<file path="config.mk">
export PLATFORM = sky130hd
export DESIGN_NAME = dma_channel_register_set
export DESIGN_NICKNAME = d
export VERILOG_FILES = /design/src/dma_types_pkg.sv /design/src/xfer_if.sv /design/src/dma_transfer_engine.sv /design/src/dma_channel_register_set.sv
export VERILOG_INCLUDE_DIRS = /design/src
export SDC_FILE = /design/constraint.sdc
export NUM_CORES = 2
export LEC_CHECK = 0
export BUFFER_PORTS_ARGS = -buffer_cell sky130_fd_sc_hd__buf_4
export CORE_MARGIN = 2
export CORE_UTILIZATION = 35
export DETAILED_ROUTE_END_ITERATION = 8
export SETUP_SLACK_MARGIN = 0.02
export SLEW_MARGIN = 0
export SYNTH_ARGS = -nofsm -noshare
export SYNTH_HDL_FRONTEND = slang
export SYNTH_SLANG_ARGS = --single-unit
</file>
<file path="constraint.sdc">
create_clock -name pclk -period 6.6 [get_ports pclk]
set_input_delay 0.99 -clock pclk [delete_from_list [all_inputs] [get_ports pclk]]
set_output_delay 0.99 -clock pclk [all_outputs]
set_load 0.01 [all_outputs]
</file>
<file path="src/dma_channel_register_set_map.svh">
`ifndef DMA_CHANNEL_REGISTER_SET_MAP_SVH
`define DMA_CHANNEL_REGISTER_SET_MAP_SVH

// Per-channel block: byte offset = channel * stride + register offset
`define CH_STRIDE          12'h020
`define CH_IDX_LSB         5
`define CH_IDX_MSB         7
`define REG_OFF_MSB        4
`define OFF_CONTROL        5'h00
`define OFF_REQ_SELECT     5'h04
`define OFF_PRIMARY        5'h08
`define OFF_SECONDARY      5'h0c
`define OFF_PERIPH_ADDR    5'h10
`define OFF_COUNT          5'h14

// Shared registers
`define SHARED_BASE        12'h100
`define OFF_STATUS0        12'h100
`define OFF_STATUS1        12'h104
`define OFF_INT_MASK       12'h108

// Control field positions
`define CTL_ENABLE_BIT     15
`define CTL_DIR_BIT        13
`define CTL_PINGPONG_BIT   1
`define CTL_ONESHOT_BIT    0

// Shared status 1 field positions
`define ST1_BUF_LSB        8
`define ST1_BUSY_BIT       7

// Reset values
`define RESET_WORD         16'h0000
`define RESET_COUNT        10'h000

`endif

</file>
<file path="src/dma_types_pkg.sv">
package dma_types_pkg;
  typedef logic [15:0] word_type;
  typedef logic [9:0]  count_type;
  typedef enum logic [1:0] {st_idle, st_fetch, st_store} engine_state_type;
endpackage

</file>
<file path="src/xfer_if.sv">
`timescale 1ns/1ns
`default_nettype none
interface xfer_if;
  import dma_types_pkg::*;
  logic     start;
  logic     dir;
  word_type periph_addr;
  word_type ram_addr;
  logic     busy;
  logic     done;
  modport issuer (output start, dir, periph_addr, ram_addr, input busy, done);
  modport engine (input start, dir, periph_addr, ram_addr, output busy, done);
endinterface
`default_nettype wire

</file>
<file path="src/dma_transfer_engine.sv">
`timescale 1ns/1ns
`default_nettype none
module dma_transfer_engine
  import dma_types_pkg::*;
(
  input  wire logic     pclk,
  input  wire logic     presetn,
  xfer_if.engine        xfer,
  output word_type      periph_addr,
  output word_type      periph_wdata,
  input  wire word_type periph_rdata,
  output logic          periph_rd,
  output logic          periph_wr,
  input  wire logic     periph_ready,
  output word_type      ram_addr,
  output word_type      ram_wdata,
  input  wire word_type ram_rdata,
  output logic          ram_rd,
  output logic          ram_wr,
  input  wire logic     ram_ready
);
  engine_state_type state, next_state;
  logic     dir, next_dir;
  word_type next_periph_addr, next_periph_wdata, next_ram_addr, next_ram_wdata;
  logic     next_periph_rd, next_periph_wr, next_ram_rd, next_ram_wr;
  logic     src_ready, dst_ready;

  assign src_ready = dir ? ram_ready : periph_ready;
  assign dst_ready = dir ? periph_ready : ram_ready;
  assign xfer.busy = (state != st_idle);
  assign xfer.done = (state == st_store) && dst_ready;

  always_comb begin
    next_state        = state;
    next_dir          = dir;
    next_periph_addr  = periph_addr;
    next_periph_wdata = periph_wdata;
    next_ram_addr     = ram_addr;
    next_ram_wdata    = ram_wdata;
    next_periph_rd    = periph_rd;
    next_periph_wr    = periph_wr;
    next_ram_rd       = ram_rd;
    next_ram_wr       = ram_wr;
    unique case (state)
      st_idle: begin
        if (xfer.start) begin
          next_dir         = xfer.dir;
          next_periph_addr = xfer.periph_addr;
          next_ram_addr    = xfer.ram_addr;
          next_periph_rd   = !xfer.dir;
          next_ram_rd      = xfer.dir;
          next_state       = st_fetch;
        end
      end
      st_fetch: begin
        if (src_ready) begin
          next_periph_rd = 1'b0;
          next_ram_rd    = 1'b0;
          if (dir) begin
            next_periph_wdata = ram_rdata;
            next_periph_wr    = 1'b1;
          end else begin
            next_ram_wdata = periph_rdata;
            next_ram_wr    = 1'b1;
          end
          next_state = st_store;
        end
      end
      st_store: begin
        if (dst_ready) begin
          next_periph_wr = 1'b0;
          next_ram_wr    = 1'b0;
          next_state     = st_idle;
        end
      end
    endcase
  end

  always_ff @(posedge pclk or negedge presetn) begin
    if (!presetn) begin
      state        <= st_idle;
      dir          <= 1'b0;
      periph_addr  <= '0;
      periph_wdata <= '0;
      ram_addr     <= '0;
      ram_wdata    <= '0;
      periph_rd    <= 1'b0;
      periph_wr    <= 1'b0;
      ram_rd       <= 1'b0;
      ram_wr       <= 1'b0;
    end else begin
      state        <= next_state;
      dir          <= next_dir;
      periph_addr  <= next_periph_addr;
      periph_wdata <= next_periph_wdata;
      ram_addr     <= next_ram_addr;
      ram_wdata    <= next_ram_wdata;
      periph_rd    <= next_periph_rd;
      periph_wr    <= next_periph_wr;
      ram_rd       <= next_ram_rd;
      ram_wr       <= next_ram_wr;
    end
  end
endmodule
`default_nettype wire

</file>
<file path="src/dma_channel_register_set.sv">
// How it works
// - There are eight independent channels, each with its own full register set.
// - Each channel has a 16-bit control register holding its configuration.
// - Each channel has a 16-bit request select register naming the request that starts it.
// - Each channel has a 16-bit primary start offset into the DMA RAM.
// - Each channel has a 16-bit secondary start offset into the DMA RAM.
// - Each channel has a 10-bit transfer count register.
// - Two status registers are shared by all channels.
// - Each channel has a 16-bit read/write peripheral address register reset to zero.
// - A channel performs the programmed count plus one transfers per block.
//
// Our own choices: the APB slave port and the address map.
`timescale 1ns/1ns
`default_nettype none
`include "dma_channel_register_set_map.svh"
module dma_channel_register_set
  import dma_types_pkg::*;
#(
  parameter int NUM_CH    = 8,
  parameter int REQ_LINES = 16
) (
  input  wire logic                 pclk,
  input  wire logic                 presetn,
  input  wire logic                 psel,
  input  wire logic                 penable,
  input  wire logic                 pwrite,
  input  wire logic [11:0]          paddr,
  input  wire logic [31:0]          pwdata,
  output logic      [31:0]          prdata,
  output logic                      pready,
  output logic                      pslverr,
  input  wire logic [REQ_LINES-1:0] request_lines,
  output word_type                  periph_addr,
  output word_type                  periph_wdata,
  input  wire word_type             periph_rdata,
  output logic                      periph_rd,
  output logic                      periph_wr,
  input  wire logic                 periph_ready,
  output word_type                  ram_addr,
  output word_type                  ram_wdata,
  input  wire word_type             ram_rdata,
  output logic                      ram_rd,
  output logic                      ram_wr,
  input  wire logic                 ram_ready,
  output logic                      irq
);
  localparam int SEL_W = (REQ_LINES > 1) ? $clog2(REQ_LINES) : 1;

  // Per-channel register file
  word_type  channel_control_reg        [NUM_CH];
  word_type  request_source_select_reg  [NUM_CH];
  word_type  primary_start_offset_reg   [NUM_CH];
  word_type  secondary_start_offset_reg [NUM_CH];
  word_type  peripheral_address_reg     [NUM_CH];
  count_type transfer_count_reg         [NUM_CH];
  count_type done_count                 [NUM_CH];

  word_type  next_control               [NUM_CH];
  word_type  next_req_select            [NUM_CH];
  word_type  next_primary               [NUM_CH];
  word_type  next_secondary             [NUM_CH];
  word_type  next_periph_addr           [NUM_CH];
  count_type next_count                 [NUM_CH];
  count_type next_done_count            [NUM_CH];

  // Per-channel flags
  logic [NUM_CH-1:0] buffer_sel;
  logic [NUM_CH-1:0] next_buffer_sel;
  logic [NUM_CH-1:0] pending;
  logic [NUM_CH-1:0] next_pending;
  logic [NUM_CH-1:0] req_hit;
  logic [NUM_CH-1:0] block_done;
  logic [NUM_CH-1:0] enabled;

  // Shared status and engine bookkeeping
  word_type          shared_status_reg_0;
  word_type          next_status0;
  word_type          shared_status_reg_1;
  word_type          int_mask;
  word_type          next_int_mask;
  logic [2:0]        active_ch;
  logic [2:0]        next_active_ch;
  logic [2:0]        issue_ch;
  logic              issue;

  // Bus decode
  logic [31:0]       next_prdata;
  logic              next_pslverr;
  logic              wr_access;
  logic              in_channels;
  logic [2:0]        sel_ch;
  logic [4:0]        sel_off;
  word_type          wdata16;

  xfer_if xfer ();

  // One engine serves all channels over its own ports
  dma_transfer_engine dma_transfer_engine_i (
    .pclk         (pclk),
    .presetn      (presetn),
    .xfer         (xfer.engine),
    .periph_addr  (periph_addr),
    .periph_wdata (periph_wdata),
    .periph_rdata (periph_rdata),
    .periph_rd    (periph_rd),
    .periph_wr    (periph_wr),
    .periph_ready (periph_ready),
    .ram_addr     (ram_addr),
    .ram_wdata    (ram_wdata),
    .ram_rdata    (ram_rdata),
    .ram_rd       (ram_rd),
    .ram_wr       (ram_wr),
    .ram_ready    (ram_ready)
  );

  // Zero-wait slave: writes land in the access phase
  assign pready      = 1'b1;
  assign wr_access   = psel && penable && pwrite;
  assign in_channels = paddr < `SHARED_BASE;
  assign sel_ch      = paddr[`CH_IDX_MSB:`CH_IDX_LSB];
  assign sel_off     = paddr[`REG_OFF_MSB:0];
  assign wdata16     = pwdata[15:0];

  // Level interrupt from unmasked completion flags
  assign irq         = |(shared_status_reg_0 & int_mask);

  // Request matching per channel
  genvar g;
  generate
    for (g = 0; g < NUM_CH; g++) begin : gen_ch
      logic [SEL_W-1:0] src;

      assign src        = request_source_select_reg[g][SEL_W-1:0];
      assign enabled[g] = channel_control_reg[g][`CTL_ENABLE_BIT];
      assign req_hit[g] = enabled[g] && request_lines[src];
      assign block_done[g] = xfer.done && (active_ch == 3'(g))
                             && (done_count[g] == transfer_count_reg[g]);
    end
  endgenerate

  // Lowest pending channel wins the engine
  always_comb begin
    issue    = 1'b0;
    issue_ch = 3'd0;
    for (int i = NUM_CH - 1; i >= 0; i--) begin
      if (pending[i]) begin
        issue    = !xfer.busy;
        issue_ch = 3'(i);
      end
    end
  end

  // Winning channel's next transfer
  assign xfer.start       = issue;
  assign xfer.dir         = channel_control_reg[issue_ch][`CTL_DIR_BIT];
  assign xfer.periph_addr = peripheral_address_reg[issue_ch];
  assign xfer.ram_addr    = (buffer_sel[issue_ch] ? secondary_start_offset_reg[issue_ch]
                                                  : primary_start_offset_reg[issue_ch])
                            + word_type'(done_count[issue_ch]);

  // Shared status 1: buffer in use, engine busy, active channel
  always_comb begin
    shared_status_reg_1 = '0;
    shared_status_reg_1[`ST1_BUF_LSB +: NUM_CH] = buffer_sel;
    shared_status_reg_1[`ST1_BUSY_BIT]          = xfer.busy;
    shared_status_reg_1[2:0]                    = active_ch;
  end

  always_comb begin
    next_control     = channel_control_reg;
    next_req_select  = request_source_select_reg;
    next_primary     = primary_start_offset_reg;
    next_secondary   = secondary_start_offset_reg;
    next_periph_addr = peripheral_address_reg;
    next_count       = transfer_count_reg;
    next_done_count  = done_count;
    next_buffer_sel  = buffer_sel;
    next_int_mask    = int_mask;
    next_active_ch   = issue ? issue_ch : active_ch;
    next_pending     = pending;

    if (issue) begin
      next_pending[issue_ch] = 1'b0;
    end
    next_pending = (next_pending | req_hit) & enabled;

    // Completion of one transfer
    if (xfer.done) begin
      if (block_done[active_ch]) begin
        next_done_count[active_ch] = `RESET_COUNT;
        if (channel_control_reg[active_ch][`CTL_PINGPONG_BIT]) begin
          next_buffer_sel[active_ch] = !buffer_sel[active_ch];
        end
        if (channel_control_reg[active_ch][`CTL_ONESHOT_BIT]) begin
          next_control[active_ch][`CTL_ENABLE_BIT] = 1'b0;
        end
      end else begin
        next_done_count[active_ch] = done_count[active_ch] + 10'h001;
      end
    end

    // Completion flags: a set in the same cycle beats a write-one clear
    next_status0 = shared_status_reg_0;
    if (wr_access && paddr == `OFF_STATUS0) begin
      next_status0 = shared_status_reg_0 & ~wdata16;
    end
    next_status0[NUM_CH-1:0] = next_status0[NUM_CH-1:0] | block_done;

    // Software writes to the channel block
    if (wr_access && in_channels) begin
      unique case (sel_off)
        `OFF_CONTROL: begin
          next_control[sel_ch] = wdata16;
          if (!enabled[sel_ch] && wdata16[`CTL_ENABLE_BIT]) begin
            next_done_count[sel_ch] = `RESET_COUNT;
            next_buffer_sel[sel_ch] = 1'b0;
          end
        end
        `OFF_REQ_SELECT:  next_req_select[sel_ch]  = wdata16;
        `OFF_PRIMARY:     next_primary[sel_ch]     = wdata16;
        `OFF_SECONDARY:   next_secondary[sel_ch]   = wdata16;
        `OFF_PERIPH_ADDR: next_periph_addr[sel_ch] = wdata16;
        `OFF_COUNT:       next_count[sel_ch]       = wdata16[9:0];
        default: ;
      endcase
    end

    if (wr_access && paddr == `OFF_INT_MASK) begin
      next_int_mask = wdata16;
    end
  end

  // Read data is captured in the setup phase and stands in the access phase
  always_comb begin
    next_prdata  = '0;
    next_pslverr = 1'b0;

    if (psel && !penable) begin
      if (in_channels) begin
        unique case (sel_off)
          `OFF_CONTROL:     next_prdata[15:0] = channel_control_reg[sel_ch];
          `OFF_REQ_SELECT:  next_prdata[15:0] = request_source_select_reg[sel_ch];
          `OFF_PRIMARY:     next_prdata[15:0] = primary_start_offset_reg[sel_ch];
          `OFF_SECONDARY:   next_prdata[15:0] = secondary_start_offset_reg[sel_ch];
          `OFF_PERIPH_ADDR: next_prdata[15:0] = peripheral_address_reg[sel_ch];
          `OFF_COUNT:       next_prdata[9:0]  = transfer_count_reg[sel_ch];
          default:          next_pslverr      = 1'b1;
        endcase
      end else if (paddr == `OFF_STATUS0) begin
        next_prdata[15:0] = shared_status_reg_0;
      end else if (paddr == `OFF_STATUS1) begin
        next_prdata[15:0] = shared_status_reg_1;
      end else if (paddr == `OFF_INT_MASK) begin
        next_prdata[15:0] = int_mask;
      end else begin
        next_pslverr = 1'b1;
      end
    end else if (psel) begin
      next_prdata  = prdata;
      next_pslverr = pslverr;
    end
  end

  // Every register of the block loads here except shared status 1, which is built from other state
  always_ff @(posedge pclk or negedge presetn) begin
    if (!presetn) begin
      for (int i = 0; i < NUM_CH; i++) begin
        channel_control_reg[i]        <= `RESET_WORD;
        request_source_select_reg[i]  <= `RESET_WORD;
        primary_start_offset_reg[i]   <= `RESET_WORD;
        secondary_start_offset_reg[i] <= `RESET_WORD;
        peripheral_address_reg[i]     <= `RESET_WORD;
        transfer_count_reg[i]         <= `RESET_COUNT;
        done_count[i]                 <= `RESET_COUNT;
      end

      buffer_sel          <= '0;
      pending             <= '0;
      shared_status_reg_0 <= `RESET_WORD;
      int_mask            <= `RESET_WORD;
      active_ch           <= 3'd0;
      prdata              <= '0;
      pslverr             <= 1'b0;
    end else begin
      channel_control_reg        <= next_control;
      request_source_select_reg  <= next_req_select;
      primary_start_offset_reg   <= next_primary;
      secondary_start_offset_reg <= next_secondary;
      peripheral_address_reg     <= next_periph_addr;
      transfer_count_reg         <= next_count;
      done_count                 <= next_done_count;

      buffer_sel                 <= next_buffer_sel;
      pending                    <= next_pending;

      shared_status_reg_0        <= next_status0;
      int_mask                   <= next_int_mask;
      active_ch                  <= next_active_ch;
      prdata                     <= next_prdata;
      pslverr                    <= next_pslverr;
    end
  end
endmodule
`default_nettype wire

</file>
==> impl_metrics.env <==
export IMPL_power_leakage_nw=24.5
export IMPL_via_count=37800
export IMPL_fin_crit_sh_pct=84.5
export IMPL_antenna_found_initial=7
export IMPL_slew_violations=0
export IMPL_tns_ns=0
export IMPL_regArea_um2=23500
export IMPL_post_route_drc_count=0
export IMPL_clockBufferDepth=3
export IMPL_cts_buffers=103
export IMPL_relSlewSlack_pct=16.0
export IMPL_setup_viol=0
export IMPL_coreArea_um2=136000
export IMPL_cts_resized=0
export IMPL_clk_pin_slew_ns=0.06
export IMPL_hold_buffers=0
export IMPL_gp_congestion=1.00
export IMPL_drt_wirelength_per_cell_um=29.0
export IMPL_avgSynthCellArea_um2=11.3
export IMPL_synth_edf_count=0
export IMPL_synth_seq_cells=939
export IMPL_grt_pass1_wl_um=259000
export IMPL_multiInputGateArea_um2=22900
export IMPL_ys_types=76
export IMPL_clock_sinks=939
export IMPL_gr_total_overflow=0
export IMPL_dieHeight_um=374
export IMPL_fmax_ghz=0.179
export IMPL_worstSkewPairLatency_ns=0.72
export IMPL_utilization_pct=40.1
export IMPL_h_tree_depth=3
export IMPL_fillers=12900
export IMPL_async_reset_ff_share_pct=100
export IMPL_portBuffers=168
export IMPL_synth_area_um2=47900
export IMPL_cts_setup_buffers=0
export IMPL_skew_ns=0.0516
export IMPL_ys_seq_area_share_pct=49.1
export IMPL_rsz0062_at_grt="false"
export IMPL_cp_max_fo=25
export IMPL_grt_start_max_net_pins=166
export IMPL_crit_buf_inv=4
export IMPL_criticalPathCategory="flop to flop"
export IMPL_grt_usage_pct=24.8
export IMPL_crit_top_cell="buf_4"
export IMPL_die_w_um=374
export IMPL_drt_total_wl_um=178000
export IMPL_hp_class="input port to async pin"
export IMPL_status="completed"
export IMPL_synthCells=4240
export IMPL_drt_iter0_markers=4763
export IMPL_cp_top_family="compound AO/OA/AOI/OAI gates"
export IMPL_root_buffer="clkbuf_16"
export IMPL_holdWs_ns=0.233
export IMPL_p_per_area_nw_per_um2=238
export IMPL_layout_min_cycle_time_ns=5.58
export IMPL_slowest_delay_ns=0.58
export IMPL_io_pins=202
export IMPL_start_util_pct=35.3
export IMPL_required_ns=7.17
export IMPL_fp_row_count=135
export IMPL_dpl_cell_area_um2=50900
export IMPL_drive_gt1_share_pct=30.6
export IMPL_cts_tree="yes"
export IMPL_ir_drop_v=0.000199
export IMPL_fin_area_um2=54400
export IMPL_dieArea_um2=140000
export IMPL_maxCapViolCount=0
export IMPL_num_nets_final=4375
export IMPL_worst_slew_pin_slew_ns=1.26
export IMPL_worst_setup_path_start_kind="flop"
export IMPL_worst_ep_arrival_time_ns=6.15
export IMPL_crit_slowest_cell="a211oi_1"
export IMPL_area_growth_pct=13.7
export IMPL_grt_pass1_vias=36700
export IMPL_via_per_inst=6.17
export IMPL_synth_flop_cell="dfrtp_1"
export IMPL_drtAntennaViolNets=0
export IMPL_hpwl_um=113000
export IMPL_finalHoldViolations=0
export IMPL_first_pass_iters=6
export IMPL_worstPathCellList="nand2b_1, buf_4, a21o_1, buf_4, and2_4, buf_4, nand2_1, and3_1, a211oi_1, inv_1, fa_1, nor2b_1, o21ai_0, a21boi_0, o21ai_0, a21oi_1, a311o_1, nand3_1, o311ai_0, nand3_1"
export IMPL_worst_setup_path_end_kind="flop"
export IMPL_yosysWarnings=0
synth_stat cells (all sizes together) (12+ instances only):
cell type  instances  area (um^2)
nor4              21          131
nand4             35          219
xor2              37          324
a21oi            115          576
a21boi            14          105
a211oi            21          158
a221oi           101          885
nor3              33          180
or3               12         75.1
o21ai            106          531
xnor2             65          569
o22ai             20          125
a31oi            124          776
mux2i             92          921
buf              133          677
inv               16         60.1
clkbuf           241          905
nor2             200          771
and3              58          363
o211ai            21          158
dfrtp            939        23500
a22oi            195         1460
a32oi             20          175
a22o              88          771
nand3             91          468
nand2            484         1860
mux2             756         8510
ha                14          175
mux4              64         1440
stage by stage:
step,worst slack [ns],power (W),instances
after floorplan,1.76,0.00651,4255
final,1.02,0.0130,6127
after global routing,0.519,0.0133,6123
after global placement,1.07,0.00705,5937
after CTS,1.07,0.0130,6123
after detailed placement,1.10,0.00707,5937
cell usage in the layout (no fill, tap or decap), types with 21 or more instances in the layout:
| cell type | count |
|---|---|
| a22oi_1 | 195 |
| xnor2_1 | 65 |
| nand4_1 | 35 |
| o21ai_0 | 97 |
| nor3_1 | 29 |
| mux2i_1 | 92 |
| buf_4 | 262 |
| a211oi_1 | 21 |
| a21oi_1 | 114 |
| o211ai_1 | 21 |
| a22o_1 | 88 |
| nand3_1 | 90 |
| a31oi_1 | 124 |
| a221oi_1 | 101 |
| and3_1 | 57 |
| clkbuf_1 | 23 |
| nor2_1 | 179 |
| nand2_1 | 467 |
| mux4_2 | 64 |
| dfrtp_1 | 938 |
| mux2_2 | 756 |
| xor2_1 | 37 |
| clkbuf_16 | 105 |
metal layers:
layer,track usage [%],part of all wire (%)
met2,36.6,43
met3,6.67,11
met5,0,0.021
met4,11.7,5.0
met1,33.7,41
cell type report:
class / count / share of cell area, %
clock inverter: 38 / 0.883
timing repair buffer: 275 / 4.08
tap: 1781 / 4.09
sequential: 939 / 43.2
inverter: 16 / 0.110
multi-input combinational: 2926 / 42.1
antenna: 4 / 0.0184
clock buffer: 148 / 5.49
path summary, 6_finish.rpt:
path / depth (start not counted) / to / slack (ns) / start
worst max-delay path: 20 / dma_transfer_engine_i.ram_addr[14] / 1.02 / pending[2]
worst min-delay path: 1 / dma_transfer_engine_i.periph_wdata[5] / 0.23 / presetn
worst max register to register: 20 / dma_transfer_engine_i.ram_addr[14] / 1.02 / pending[2]
worst min register to register: 2 / dma_transfer_engine_i.ram_addr[2] / 0.48 / dma_transfer_engine_i.ram_addr[2]
max in group asynchronous: 2 / channel_control_reg[100] / 4.94 / presetn
min in group pclk: 2 / dma_transfer_engine_i.ram_addr[2] / 0.48 / dma_transfer_engine_i.ram_addr[2]
cell families after synthesis:
group / after synthesis / share of synthesized area [%]
XOR/XNOR: 102 / 1.87
buffers and inverters: 390 / 3.43
flip-flops: 939 / 49.1
AO/OA/AOI/OAI: 887 / 13.1
AND/OR/NAND/NOR: 993 / 9.40
adder cells (fa/ha/maj): 15 / 0.408
multiplexers: 912 / 22.7
other: 2 / 0.0157
where the power goes:
part | leakage (nW) | internal [W] | total [W] | switching (W)
Combinational | 9.75 | 0.000335 | 0.00106 | 0.000722
Clock | 1.71 | 0.00349 | 0.00598 | 0.00248
Sequential | 13.1 | 0.00585 | 0.00592 | 0.0000740
Total | 24.5 | 0.00967 | 0.0130 | 0.00328
Power figures use the tool's default switching activity.
